**src/rtl/diag_pkg.sv**
```systemverilog
// shared constants, types and register map of the diagnostic monitor
package diag_pkg;

  // timing: conversion cycle period and system clock rate
  localparam int CLK_MHZ = 25;
  localparam int CONV_TIME_US = 100000;
  localparam int CONV_CYCLES = CONV_TIME_US * CLK_MHZ;

  // diagnostic page byte offsets
  localparam logic [7:0] ALARM_MASK_LO_ADDR = 8'hf8;
  localparam logic [7:0] ALARM_MASK_HI_ADDR = 8'hf9;
  localparam logic [7:0] WARN_MASK_LO_ADDR = 8'hfa;
  localparam logic [7:0] WARN_MASK_HI_ADDR = 8'hfb;
  localparam logic [7:0] ALARM_FLAG_LO_ADDR = 8'h70;
  localparam logic [7:0] ALARM_FLAG_HI_ADDR = 8'h71;
  localparam logic [7:0] WARN_FLAG_LO_ADDR = 8'h74;
  localparam logic [7:0] WARN_FLAG_HI_ADDR = 8'h75;

  // vendor page: temperature correction table
  localparam logic [7:0] LUT_BASE_ADDR = 8'h60;
  localparam logic [7:0] LUT_LAST_ADDR = 8'h86;
  localparam int LUT_ENTRIES = 39;
  localparam logic [5:0] LUT_LAST_IDX = 6'h26;
  localparam logic [7:0] LUT_RESET = 8'h00;

  // mask reset values and implemented bits of the high bytes
  localparam logic [7:0] MASK_LO_RESET = 8'h00;
  localparam logic [7:0] MASK_HI_RESET = 8'h40;
  localparam logic [7:0] MASK_HI_USED = 8'hc0;
  localparam int FLAG_COUNT = 10;

  // index breakpoints in whole degrees
  localparam logic signed [10:0] TEMP_LOW_DEG = -11'sh2d;
  localparam logic signed [10:0] TEMP_HIGH_DEG = 11'sh068;
  localparam logic signed [10:0] TEMP_FIRST_DEG = -11'sh2c;

  // converter resolutions in bits
  localparam logic [3:0] RES_TEMP_LO = 4'h8;
  localparam logic [3:0] RES_TEMP_HI = 4'h9;
  localparam logic [3:0] RES_BYTE = 4'h8;
  localparam logic [3:0] RES_RX = 4'hc;

  // aux source codes; 111 is unused and falls back to supply input
  localparam logic [2:0] AUX_SUPPLY = 3'h0;
  localparam logic [2:0] AUX_ANALOG_SUPPLY = 3'h1;
  localparam logic [2:0] AUX_BIAS_DRIVE = 3'h2;
  localparam logic [2:0] AUX_MOD_DRIVE = 3'h3;
  localparam logic [2:0] AUX_POWER_LOOP_DAC = 3'h4;
  localparam logic [2:0] AUX_MOD_DAC = 3'h5;
  localparam logic [2:0] AUX_FAULT_DAC = 3'h6;

  typedef enum logic [2:0] {
    CH_TEMP = 3'h0,
    CH_AUX = 3'h1,
    CH_BIAS = 3'h2,
    CH_PD = 3'h3,
    CH_RX = 3'h4
  } chan_type;

  typedef enum logic [2:0] {
    ST_WAIT = 3'b001,
    ST_START = 3'b010,
    ST_BUSY = 3'b100
  } seq_state_type;

  typedef struct packed {
    logic start;
    chan_type chan;
    logic [2:0] aux_sel;
    logic [3:0] bits;
    logic gain;
    logic ref_sel;
  } adc_req_type;

  typedef struct packed {
    logic [11:0] temp;
    logic [11:0] aux;
    logic [11:0] bias;
    logic [11:0] pd;
    logic [11:0] rx;
  } results_type;

endpackage

```
**src/rtl/temp_correct.sv**
```systemverilog
// table index and chip-to-case correction of the sensed temperature
module temp_correct (
  input wire logic signed [9:0] temp_half,
  input wire logic [7:0] entry,
  output logic [5:0] index,
  output logic signed [10:0] case_half
);

  logic signed [10:0] deg;
  logic signed [10:0] deg_off;

  // floor to whole degrees, offset so the first interval starts at zero
  assign deg = 11'(temp_half >>> 1);
  assign deg_off = deg - diag_pkg::TEMP_FIRST_DEG;

  // clamp at both ends, four-degree bins between
  always_comb begin
    if (deg <= diag_pkg::TEMP_LOW_DEG) begin
      index = 6'h00;
    end else if (deg >= diag_pkg::TEMP_HIGH_DEG) begin
      index = diag_pkg::LUT_LAST_IDX;
    end else begin
      index = 6'(deg_off[7:2]) + 6'h01;
    end
  end

  // entry is twice the difference, already in half-degree units
  assign case_half = 11'(temp_half) - 11'(signed'(entry));

endmodule

```
**src/rtl/diag_monitor_irq_mask.sv**
```systemverilog
// monitor sequencer, temperature correction and masked alarm interrupt
// Notes on behaviour
// - The five channels are converted in fixed order once per period.
// - In vendor mode the supply channel may be redirected to another node.
// - The aux select code routes the voltage channel to node 000 to 110.
// - Temperature takes 8 or 9 bits, rx power 12 and the rest 8 bits.
// - The photodiode gain bit shrinks range fourfold; ref picks gnd/supply.
// - A 39-byte table at vendor bytes 60h-86h corrects sensed temperature.
// - Each table entry is twice the chip-to-case difference, 0.5 deg/bit.
// - Entry 0 is -45 and below, 38 is 104 and up, four-degree bins between.
// - An unmasked condition sets its flag and irq; a masked one no irq.
// - Mask byte 248 holds the eight paired alarms, 249 bits 7:6 rx power.
// - Warning mask bytes 250 and 251 use the same bit order as alarms.
// - Mask bits reset to 0 except rx power low alarm and warning: 1.
// - Flags latch until read or transmit disable toggles, unless level.
module diag_monitor_irq_mask #(
  parameter int CONV_CYCLES = diag_pkg::CONV_CYCLES
) (
  input wire logic sys_clk,
  input wire logic srst,
  input wire logic reg_page,
  input wire logic [7:0] reg_addr,
  input wire logic [7:0] reg_wdata,
  input wire logic reg_wr,
  input wire logic reg_rd,
  output logic [7:0] reg_rdata,
  output logic reg_rvalid,
  input wire logic vendor_mode,
  input wire logic [2:0] aux_source_select,
  input wire logic temp_9bit,
  input wire logic pd_gain,
  input wire logic photodiode_reference_select,
  input wire logic alarm_nolatch,
  input wire logic warn_nolatch,
  input wire logic tx_disable_pin,
  input wire logic [9:0] alarm_cond,
  input wire logic [9:0] warn_cond,
  output diag_pkg::adc_req_type adc_req,
  input wire logic adc_done,
  input wire logic [11:0] adc_data,
  output diag_pkg::results_type results,
  output logic signed [10:0] case_temp,
  output logic irq
);

  // refuse a period too short for five conversions
  if (CONV_CYCLES < 16) begin : g_bad_period
    $error("CONV_CYCLES too small");
  end
  localparam int TW = $clog2(CONV_CYCLES);
  diag_pkg::seq_state_type state_r, state_nxt;
  diag_pkg::chan_type chan_r, chan_nxt;
  logic [TW-1:0] tick_cnt_r, tick_cnt_nxt;
  diag_pkg::adc_req_type adc_req_r, adc_req_nxt;
  diag_pkg::results_type res_r, res_nxt;
  logic [11:0] res_mask;

  // period timer runs free so the refresh rate never drifts with latency
  assign tick_cnt_nxt = (tick_cnt_r == TW'(CONV_CYCLES - 1)) ? '0 :
                        tick_cnt_r + TW'(1);

  // mask conversion data down to the channel's resolution
  assign res_mask = (adc_req_r.bits == diag_pkg::RES_RX) ? 12'hfff :
                    (adc_req_r.bits == diag_pkg::RES_TEMP_HI) ? 12'h1ff :
                    12'h0ff;

  // round robin: one request per channel, wait for done, next channel
  always_comb begin
    state_nxt = state_r;
    chan_nxt = chan_r;
    res_nxt = res_r;
    adc_req_nxt = adc_req_r;
    adc_req_nxt.start = 1'b0;
    unique case (state_r)
      diag_pkg::ST_WAIT: begin
        if (tick_cnt_r == '0) begin
          state_nxt = diag_pkg::ST_START;
          chan_nxt = diag_pkg::CH_TEMP;
        end
      end
      diag_pkg::ST_START: begin
        adc_req_nxt.start = 1'b1;
        adc_req_nxt.chan = chan_r;
        adc_req_nxt.gain = pd_gain;
        adc_req_nxt.ref_sel = photodiode_reference_select;
        adc_req_nxt.aux_sel = diag_pkg::AUX_SUPPLY;
        if (vendor_mode && aux_source_select <= diag_pkg::AUX_FAULT_DAC) begin
          adc_req_nxt.aux_sel = aux_source_select;
        end
        unique case (chan_r)
          diag_pkg::CH_TEMP: adc_req_nxt.bits = temp_9bit ?
            diag_pkg::RES_TEMP_HI : diag_pkg::RES_TEMP_LO;
          diag_pkg::CH_RX: adc_req_nxt.bits = diag_pkg::RES_RX;
          default: adc_req_nxt.bits = diag_pkg::RES_BYTE;
        endcase
        state_nxt = diag_pkg::ST_BUSY;
      end
      diag_pkg::ST_BUSY: begin
        if (adc_done) begin
          unique case (chan_r)
            diag_pkg::CH_TEMP: res_nxt.temp = adc_data & res_mask;
            diag_pkg::CH_AUX: res_nxt.aux = adc_data & res_mask;
            diag_pkg::CH_BIAS: res_nxt.bias = adc_data & res_mask;
            diag_pkg::CH_PD: res_nxt.pd = adc_data & res_mask;
            default: res_nxt.rx = adc_data & res_mask;
          endcase
          if (chan_r == diag_pkg::CH_RX) begin
            state_nxt = diag_pkg::ST_WAIT;
          end else begin
            chan_nxt = diag_pkg::chan_type'(chan_r + 3'h1);
            state_nxt = diag_pkg::ST_START;
          end
        end
      end
      default: state_nxt = diag_pkg::ST_WAIT;
    endcase
  end

  always_ff @(posedge sys_clk) begin
    if (srst) begin
      state_r <= diag_pkg::ST_WAIT;
      chan_r <= diag_pkg::CH_TEMP;
      tick_cnt_r <= '0;
      adc_req_r <= '0;
      res_r <= '0;
    end else begin
      state_r <= state_nxt;
      chan_r <= chan_nxt;
      tick_cnt_r <= tick_cnt_nxt;
      adc_req_r <= adc_req_nxt;
      res_r <= res_nxt;
    end
  end

  logic [7:0] lut_mem [diag_pkg::LUT_ENTRIES];
  logic signed [9:0] temp_half;
  logic [5:0] lut_idx;
  logic signed [10:0] case_half;
  logic signed [10:0] case_temp_r;

  // 8-bit results are whole degrees, 9-bit ones half degrees
  assign temp_half = temp_9bit ? 10'(signed'(res_r.temp[8:0])) :
                     {res_r.temp[7], res_r.temp[7:0], 1'b0};

  temp_correct u_temp_correct (
    .temp_half(temp_half),
    .entry(lut_mem[lut_idx]),
    .index(lut_idx),
    .case_half(case_half)
  );

  // table bytes are written through the vendor page
  genvar gi;
  generate
    for (gi = 0; gi < diag_pkg::LUT_ENTRIES; gi++) begin : g_lut
      logic [7:0] lut_nxt;
      always_comb begin
        lut_nxt = lut_mem[gi];
        if (reg_wr && reg_page &&
            reg_addr == diag_pkg::LUT_BASE_ADDR + 8'(gi)) begin
          lut_nxt = reg_wdata;
        end
      end
      always_ff @(posedge sys_clk) begin
        if (srst) begin
          lut_mem[gi] <= diag_pkg::LUT_RESET;
        end else begin
          lut_mem[gi] <= lut_nxt;
        end
      end
    end
  endgenerate

  logic txd_s1_r, txd_s2_r, txd_s3_r, txd_stable_r, txd_stable_nxt;
  logic txd_toggle;

  // second and third stage must agree before a change is believed
  assign txd_toggle = (txd_s2_r == txd_s3_r) && (txd_s3_r != txd_stable_r);
  assign txd_stable_nxt = txd_toggle ? txd_s3_r : txd_stable_r;

  logic [7:0] amask_lo_r, amask_lo_nxt, amask_hi_r, amask_hi_nxt;
  logic [7:0] wmask_lo_r, wmask_lo_nxt, wmask_hi_r, wmask_hi_nxt;
  logic [9:0] aflag_r, aflag_nxt, wflag_r, wflag_nxt;
  logic [9:0] aclr, wclr, amask, wmask;
  logic [7:0] rdata_r, rdata_nxt;
  logic rvalid_r, irq_r, irq_nxt;
  logic diag_wr, diag_rd;

  assign diag_wr = reg_wr && !reg_page;
  assign diag_rd = reg_rd && !reg_page;
  assign amask = {amask_lo_r, amask_hi_r[7:6]};
  assign wmask = {wmask_lo_r, wmask_hi_r[7:6]};

  // a flag byte read or a disable toggle clears its flags
  always_comb begin
    aclr = {10{txd_toggle}};
    wclr = {10{txd_toggle}};
    if (diag_rd && reg_addr == diag_pkg::ALARM_FLAG_LO_ADDR) aclr[9:2] = '1;
    if (diag_rd && reg_addr == diag_pkg::ALARM_FLAG_HI_ADDR) aclr[1:0] = '1;
    if (diag_rd && reg_addr == diag_pkg::WARN_FLAG_LO_ADDR) wclr[9:2] = '1;
    if (diag_rd && reg_addr == diag_pkg::WARN_FLAG_HI_ADDR) wclr[1:0] = '1;
    // set wins over clear; non-latching flags simply track the condition
    aflag_nxt = alarm_nolatch ? alarm_cond :
                (aflag_r & ~aclr) | alarm_cond;
    wflag_nxt = warn_nolatch ? warn_cond :
                (wflag_r & ~wclr) | warn_cond;
    irq_nxt = |(aflag_nxt & ~amask) | |(wflag_nxt & ~wmask);
  end

  // mask writes; reserved low bits of the high bytes never store
  always_comb begin
    amask_lo_nxt = amask_lo_r;
    amask_hi_nxt = amask_hi_r;
    wmask_lo_nxt = wmask_lo_r;
    wmask_hi_nxt = wmask_hi_r;
    if (diag_wr) begin
      unique case (reg_addr)
        diag_pkg::ALARM_MASK_LO_ADDR: amask_lo_nxt = reg_wdata;
        diag_pkg::ALARM_MASK_HI_ADDR:
          amask_hi_nxt = reg_wdata & diag_pkg::MASK_HI_USED;
        diag_pkg::WARN_MASK_LO_ADDR: wmask_lo_nxt = reg_wdata;
        diag_pkg::WARN_MASK_HI_ADDR:
          wmask_hi_nxt = reg_wdata & diag_pkg::MASK_HI_USED;
        default: ;
      endcase
    end
  end

  // read data one cycle after the strobe; unmapped bytes read zero
  always_comb begin
    rdata_nxt = 8'h00;
    if (reg_page) begin
      if (reg_addr >= diag_pkg::LUT_BASE_ADDR &&
          reg_addr <= diag_pkg::LUT_LAST_ADDR) begin
        rdata_nxt = lut_mem[6'(reg_addr - diag_pkg::LUT_BASE_ADDR)];
      end
    end else begin
      unique case (reg_addr)
        diag_pkg::ALARM_MASK_LO_ADDR: rdata_nxt = amask_lo_r;
        diag_pkg::ALARM_MASK_HI_ADDR: rdata_nxt = amask_hi_r;
        diag_pkg::WARN_MASK_LO_ADDR: rdata_nxt = wmask_lo_r;
        diag_pkg::WARN_MASK_HI_ADDR: rdata_nxt = wmask_hi_r;
        diag_pkg::ALARM_FLAG_LO_ADDR: rdata_nxt = aflag_r[9:2];
        diag_pkg::ALARM_FLAG_HI_ADDR: rdata_nxt = {aflag_r[1:0], 6'h00};
        diag_pkg::WARN_FLAG_LO_ADDR: rdata_nxt = wflag_r[9:2];
        diag_pkg::WARN_FLAG_HI_ADDR: rdata_nxt = {wflag_r[1:0], 6'h00};
        default: rdata_nxt = 8'h00;
      endcase
    end
  end

  always_ff @(posedge sys_clk) begin
    if (srst) begin
      amask_lo_r <= diag_pkg::MASK_LO_RESET;
      amask_hi_r <= diag_pkg::MASK_HI_RESET;
      wmask_lo_r <= diag_pkg::MASK_LO_RESET;
      wmask_hi_r <= diag_pkg::MASK_HI_RESET;
      aflag_r <= '0;
      wflag_r <= '0;
      irq_r <= 1'b0;
      rdata_r <= 8'h00;
      rvalid_r <= 1'b0;
      case_temp_r <= '0;
      txd_s1_r <= 1'b0;
      txd_s2_r <= 1'b0;
      txd_s3_r <= 1'b0;
      txd_stable_r <= 1'b0;
    end else begin
      amask_lo_r <= amask_lo_nxt;
      amask_hi_r <= amask_hi_nxt;
      wmask_lo_r <= wmask_lo_nxt;
      wmask_hi_r <= wmask_hi_nxt;
      aflag_r <= aflag_nxt;
      wflag_r <= wflag_nxt;
      irq_r <= irq_nxt;
      rdata_r <= reg_rd ? rdata_nxt : rdata_r;
      rvalid_r <= reg_rd;
      case_temp_r <= case_half;
      txd_s1_r <= tx_disable_pin; // pin crosses in, three stages
      txd_s2_r <= txd_s1_r;
      txd_s3_r <= txd_s2_r;
      txd_stable_r <= txd_stable_nxt;
    end
  end

  assign reg_rdata = rdata_r;
  assign reg_rvalid = rvalid_r;
  assign adc_req = adc_req_r;
  assign results = res_r;
  assign case_temp = case_temp_r;
  assign irq = irq_r;
endmodule

```
**config.mk**
```make
export PLATFORM = sky130hd
export DESIGN_NAME = diag_monitor_irq_mask
export DESIGN_NICKNAME = d
export VERILOG_FILES = /design/src/rtl/diag_pkg.sv /design/src/rtl/temp_correct.sv /design/src/rtl/diag_monitor_irq_mask.sv
export SDC_FILE = /design/constraint.sdc
export NUM_CORES = 1
export LEC_CHECK = 0
export BUFFER_PORTS_ARGS = -buffer_cell sky130_fd_sc_hd__buf_2
export CELL_PAD_IN_SITES_DETAIL_PLACEMENT = 0
export CELL_PAD_IN_SITES_GLOBAL_PLACEMENT = 1
export CORE_UTILIZATION = 53
export CTS_BUF_LIST = sky130_fd_sc_hd__clkbuf_8 sky130_fd_sc_hd__clkbuf_16
export DETAILED_ROUTE_END_ITERATION = 8
export GPL_TIMING_DRIVEN = 1
export PLACE_DENSITY = 0.94
export SYNTH_ARGS = -nofsm -noshare
export SYNTH_HDL_FRONTEND = slang
export SYNTH_SLANG_ARGS = --single-unit
```
**constraint.sdc**
```tcl
create_clock -name sys_clk -period 15.75 [get_ports sys_clk]
set_input_delay 3.15 -clock sys_clk [delete_from_list [all_inputs] [get_ports sys_clk]]
set_output_delay 3.15 -clock sys_clk [all_outputs]
set_load 0.01 [all_outputs]
```
# Yosys cells after proc, flatten, opt, wreduce, memory -nomap -nowiden
# Memory sizes are Yosys's and may differ from the RTL's.
# Index checks and enable logic that the tools add are counted.
# totals
regBits,166
in_bits,64
mem_count,1
out_inout_bits,94
ram_bits,312
word_cells,403
# mem_list
name,depth,width,rd,rd_ports_with_merged_regs,wr,line,text
lut_mem,39,8,2,0,39,diag_monitor_irq_mask.sv:135,logic [7:0] lut_mem [diag_pkg::LUT_ENTRIES];
# op_classes
add_sub_neg,6
mux,107
bitwise_logic,52
n_lt_le_gt_ge,5
eq_ne,97
reduce_logical,107
# op_table
operator,count
$mux 8,82
$eq 8x7->1 const B,32
$eq 8x8->1 const B,11
$reduce_and 2->1,44
$pmux 8 s8,1
$logic_and 1x1->1,49
$and 10x10->10,4
$not 10->10,4
$or 1x1->1,40
$ne 1x1->1 const B,39
$mux 10,3
$add 22x1->22 const B,1
$eq 22x22->1 const B,1
$logic_not 22->1,1
$or 10x10->10,2
$reduce_or 10->1,2
$mux 3,6
$reduce_and 3->1,5
$mux 13,1
$and 12x12->12,1
$mux 12,1
$mux 6,2
$pmux 3 s2,2
$sub 10x8->11,1
other kinds (27),39

# Logic depth before layout (Yosys ltp)
# logic_depth
word_depth,11
depth_mapped,28
ltp_nobuf,24

# By module
# From an unflattened synthesis, not the netlist that was laid out.
# unflattened
cells_unflattened,2047
area_unflattened_um2,24979.0
# by_module_without_submodules
module,cells_per_inst,area_per_inst_um2,instances,seq_area_each_um2
diag_monitor_irq_mask,1932,24171.9,1,12672.2
temp_correct,115,807.0,1,0.0

# Worst setup path after synthesis
# Ideal clock, no wire load.
# synth_timing
path_kind,input -> register
start,in temp_9bit
end,reg case_temp_r[8] (netlist: case_temp[8])
path_stages,27
path_buffers,4
setup_slack_ps,7941
arrival_time_ps,7682
setup_ps,128
required_ps,15622
cell_sequence,buf_6 -> buf_4 -> nand2_1 -> o21a_1 -> inv_1 -> ha_1 -> nor2b_1 -> a311oi_2 -> or2_2 -> nand2_2 -> or3_1 -> buf_2 -> buf_6 -> o221ai_1 -> nor3_1 -> or4_1 -> a211oi_1 -> ha_1 -> nor2b_1 -> o21ai_0 -> a21boi_0 -> o21a_1 -> o21a_1 -> o21ai_0 -> nand2_1 -> xnor2_1 -> nor2_1
# synth_via
elab_chain_len,7
word_cells_on_any_way,9
cone_classes,add/sub (3); order compare (2); mux (3); memory (1)
# synth_lines
item,line,text
"start, declared",diag_monitor_irq_mask.sv:30,"input wire logic temp_9bit,"
$mux 10 *,diag_monitor_irq_mask.sv:142,assign temp_half = temp_9bit ? 10'(signed'(res_r.temp[8:0])) :
$sub 8x7->8,temp_correct.sv:14,assign deg_off = deg - diag_pkg::TEMP_FIRST_DEG;
$add 6x1->6,temp_correct.sv:23,index = 6'(deg_off[7:2]) + 6'h01;
$mux 6,temp_correct.sv:20,end else if (deg >= diag_pkg::TEMP_HIGH_DEG) begin
$mux 6,temp_correct.sv:18,if (deg <= diag_pkg::TEMP_LOW_DEG) begin
$mem_v2 39x8,--,
$sub 10x8->11 *,temp_correct.sv:28,assign case_half = 11'(temp_half) - 11'(signed'(entry));
"end signal, assigned",diag_monitor_irq_mask.sv:278,case_temp_r <= case_half;
"end, declared",diag_monitor_irq_mask.sv:139,logic signed [10:0] case_temp_r;
# Every way passes the cells marked *; elsewhere a longest branch is shown, timed or not.
# A chain may end at the register's enable or synchronous reset.

# Final worst setup path
# Same ends and word-level chain as after synthesis.

==> impl_metrics.yaml <==
run_status:
  status: "complete, no violations"
setup_path:
  required_ps: 16210
  cp.arrival_ps: 9070
  crit_slowest_cell: "or4_1"
  startpoint_type: "input pin"
  worst-path-max-fanout: 45
  slowest_delay_ps: 610
  cp_common_cell: "o21a_1"
  critPathKind: "in -> reg"
  end_kind: "flip-flop"
pwr:
  leakagePower_nw: 9.855
  pwr_density_cell_mw_per_mm2: 104.7
  ir_drop_uv: 90.91
synth:
  synth_area_leader_cell: "edfxtp_1"
  synth_edf_count: 312
  seq_area_frac_synth_pct: 52.32
  yosysWarnings: 0
  ys_seq_elements: 477
  synth.distinct_cells: 65
  syn_nets: 2297
  synth_top_area_share_pct: 38.68
  postSynthAreaPerCell_um2: 10.96
  yosysMostFrequentCell: "and2_1"
  netlist_area_mm2: 0.02422
  synth_area_leaders: "edfxtp_1 39%, dfxtp_1 14%, and2_1 8.2%, mux4_2 8.2%, nor2_1 3.2%"
  netlist_instances: 2211
  synthAdderAreaFrac_pct: 1.167
  synth_top_family_by_area: "simple AND/OR/NAND/NOR gates"
  synthSimpleGateAreaFrac_pct: 20.66
  muxShareOfSynthArea_pct: 10.88
  async_flop_share_pct: 0
  synth_compound_area_share_pct: 11.00
  yosys-top-cells-count: "319 x and2_1, 312 x edfxtp_1, 208 x nor2_1, 165 x dfxtp_1, 164 x nand2_1"
  synth_ff_type: "edfxtp_1"
  synth_xor_area_share_pct: 1.085
placed_design:
  dp_cells: 2840
  dpl_worst_slack_ps: 6679
  gp_congestion: 0.9887
  hpwl_um: 54720
  io_buffers: 156
  postPlaceCellArea_mm2: 0.02543
final_layout:
  drive_above_1_share_pct: 16.45
  nets: 2386
  layout-area-overhead-vs-synth_pct: 11.78
  antennaDiodeCount: 0
  design_area_mm2: 0.02707
  stdcell_count: 2932
detailed_routing:
  vias_per_cell: 6.602
  initialDrtViolationCount: 2848
  antenna_left: 0
  drc: 0
  via_count: 19360
  drt_pass1_iterations: 6
  wl_per_cell_um: 26.92
  routed_wl_um: 78930
sta:
  max_slew_margin_pct: 12.26
  tns_ps: 0
  hold_viol_final: 0
  max_slew.worst_pin.slew_ps: 1302
  fin_crit_ps: 8614
  slew_violations: 0
  rsz0062_at_grt: "false"
  holdWs_ps: 456.3
  finalSetupViolCount: 0
  max_freq_mhz: 116.1
  final.setup_skew_ps: 21.52
  fin_ws_ps: 7136
  finalCritPeriodShare_pct: 54.69
clock_network:
  cts_buffers: 50
  clk_pin_slew_worst_paths_ps: 60
  post_cts_buffers: 0
  ctsResizeCount: 0
  cts_tree: "built"
  hold_buffers: 0
  max-clock-path-buffers: 3
  clkSinkCount: 477
  clock_latency_ps: 600
  h-tree-depth: 2
  cts_root_buf: "clkbuf_16"
floorplan:
  die_w_um: 215.8
  fp.dieH_um: 215.8
  rows: 77
  die_area_mm2: 0.04656
  pin_count: 158
  core_mm2: 0.04461
  start_util_pct: 54.30
global_routing:
  grt_pass1_vias: 18300
  grt_max_degree: 82
  grt_antenna_before_repair: 1
  globalRouteOverflowTotal: 0
  grt_pass1_wl_um: 116800
  grt_use_total_pct: 33.73
job:
  maxCapViolCount: 0
worst_hold_path:
  hold_class: "reg -> reg"
==> critical path, delay by kind of cell <==
family | cells | cell delay [ps]
buffers and inverters | 3 | 820
adders and majority gates | 2 | 540
AOI/OAI and AO/OA | 10 | 2060
xor gates and xnor gates | 1 | 140
and+or+nand+nor | 9 | 2350
==> sequential cells by signal, indices dropped and copies added (netlist names) <==
register,flops
wmask_lo_r,8
irq,1
results,60
lut_mem,312
chan_r,3
case_temp,11
reg_rvalid,1
amask_hi_r,2
wflag_r,10
txd_s3_r,1
amask_lo_r,8
txd_stable_r,1
adc_req,12
wmask_hi_r,2
aflag_r,10
tick_cnt_r,22
state_r,3
reg_rdata,8
txd_s1_r,1
txd_s2_r,1
==> layer usage <==
layer  up-vias  part of all wire (%)  track usage [%]
li1       8379                     -                -
met1      9412                    38            45.61
met2      1308                    44            51.38
met3       255                    12            8.330
met4         2                   4.9            15.34
met5         -                 0.016                0
==> layout make-up <==
type | instances | area [um2]
clock buffers | 56 | 1368
flip-flops and latches | 477 | 12670
clock inverters | 36 | 277.8
repair buffers | 190 | 1044
multi-input cells | 1562 | 10900
inverters | 19 | 71.32
well taps | 592 | 740.7
fillers | 3575 | 17530
==> cells in the final DEF (no fill, tap or decap), types with 7 or more instances in the layout <==
| master | instances |
|---|---|
| and2_1 | 319 |
| edfxtp_1 | 312 |
| nor2_1 | 208 |
| dfxtp_1 | 165 |
| nand2_1 | 164 |
| buf_2 | 153 |
| a21oi_1 | 96 |
| mux4_2 | 88 |
| a211oi_1 | 78 |
| mux2i_1 | 60 |
| o22ai_1 | 55 |
| o21ai_0 | 54 |
| clkbuf_16 | 53 |
| nor3_1 | 49 |
| and3_1 | 47 |
| buf_4 | 37 |
| nand3_1 | 33 |
| or3_1 | 30 |
| inv_1 | 29 |
| nor2b_1 | 26 |
| nor4_1 | 25 |
| ha_1 | 21 |
| or4_1 | 19 |
| xnor2_1 | 18 |
| o221ai_1 | 15 |
| a22oi_1 | 12 |
| xor2_1 | 12 |
| o31ai_1 | 12 |
| clkinv_2 | 9 |
| nand4_1 | 8 |
| nor4b_1 | 8 |
| a31oi_1 | 8 |
| o21a_1 | 7 |
| nand2b_1 | 7 |
| a31o_2 | 7 |
| o2111ai_1 | 7 |
==> report_power, final <==
group	total, mW	internal (mW)	leakage (nW)	switching, mW
registers	1.43	1.38	4.30	0.0431
logic	0.222	0.0817	4.69	0.140
clock network	1.18	0.675	0.860	0.509
==> kinds of logic after synthesis <==
group | after synthesis
adder cells (fa/ha/maj) | 22
flip-flops | 477
AND/OR/NAND/NOR | 955
multiplexers | 151
other | 1
buffers and inverters | 172
XOR/XNOR | 30
AO/OA/AOI/OAI | 403
==> path summary, 6_finish.rpt <==
| path | from | endpoint | slack [ps] | cells past startpoint |
|---|---|---|---|---|
| worst max-delay path | temp_9bit | case_temp[8]$_SDFF_PP0_ | 7140 | 25 |
| worst min-delay path | results[28]$_SDFFE_PP0P_ | results[28]$_SDFFE_PP0P_ | 460 | 2 |
| worst max register to register | results[52]$_SDFFE_PP0P_ | case_temp[8]$_SDFF_PP0_ | 9450 | 24 |
| worst min register to register | results[28]$_SDFFE_PP0P_ | results[28]$_SDFFE_PP0P_ | 460 | 2 |
==> through the flow <==
step	util, %	power, mW
final	60.70	2.834
after global routing	60.70	2.896
after CTS	60.70	2.835
after detailed placement	57.01	1.666
after global placement	57.01	1.663
after floorplan	-	1.565
Note: power is estimated with default switching activity, not from simulation.
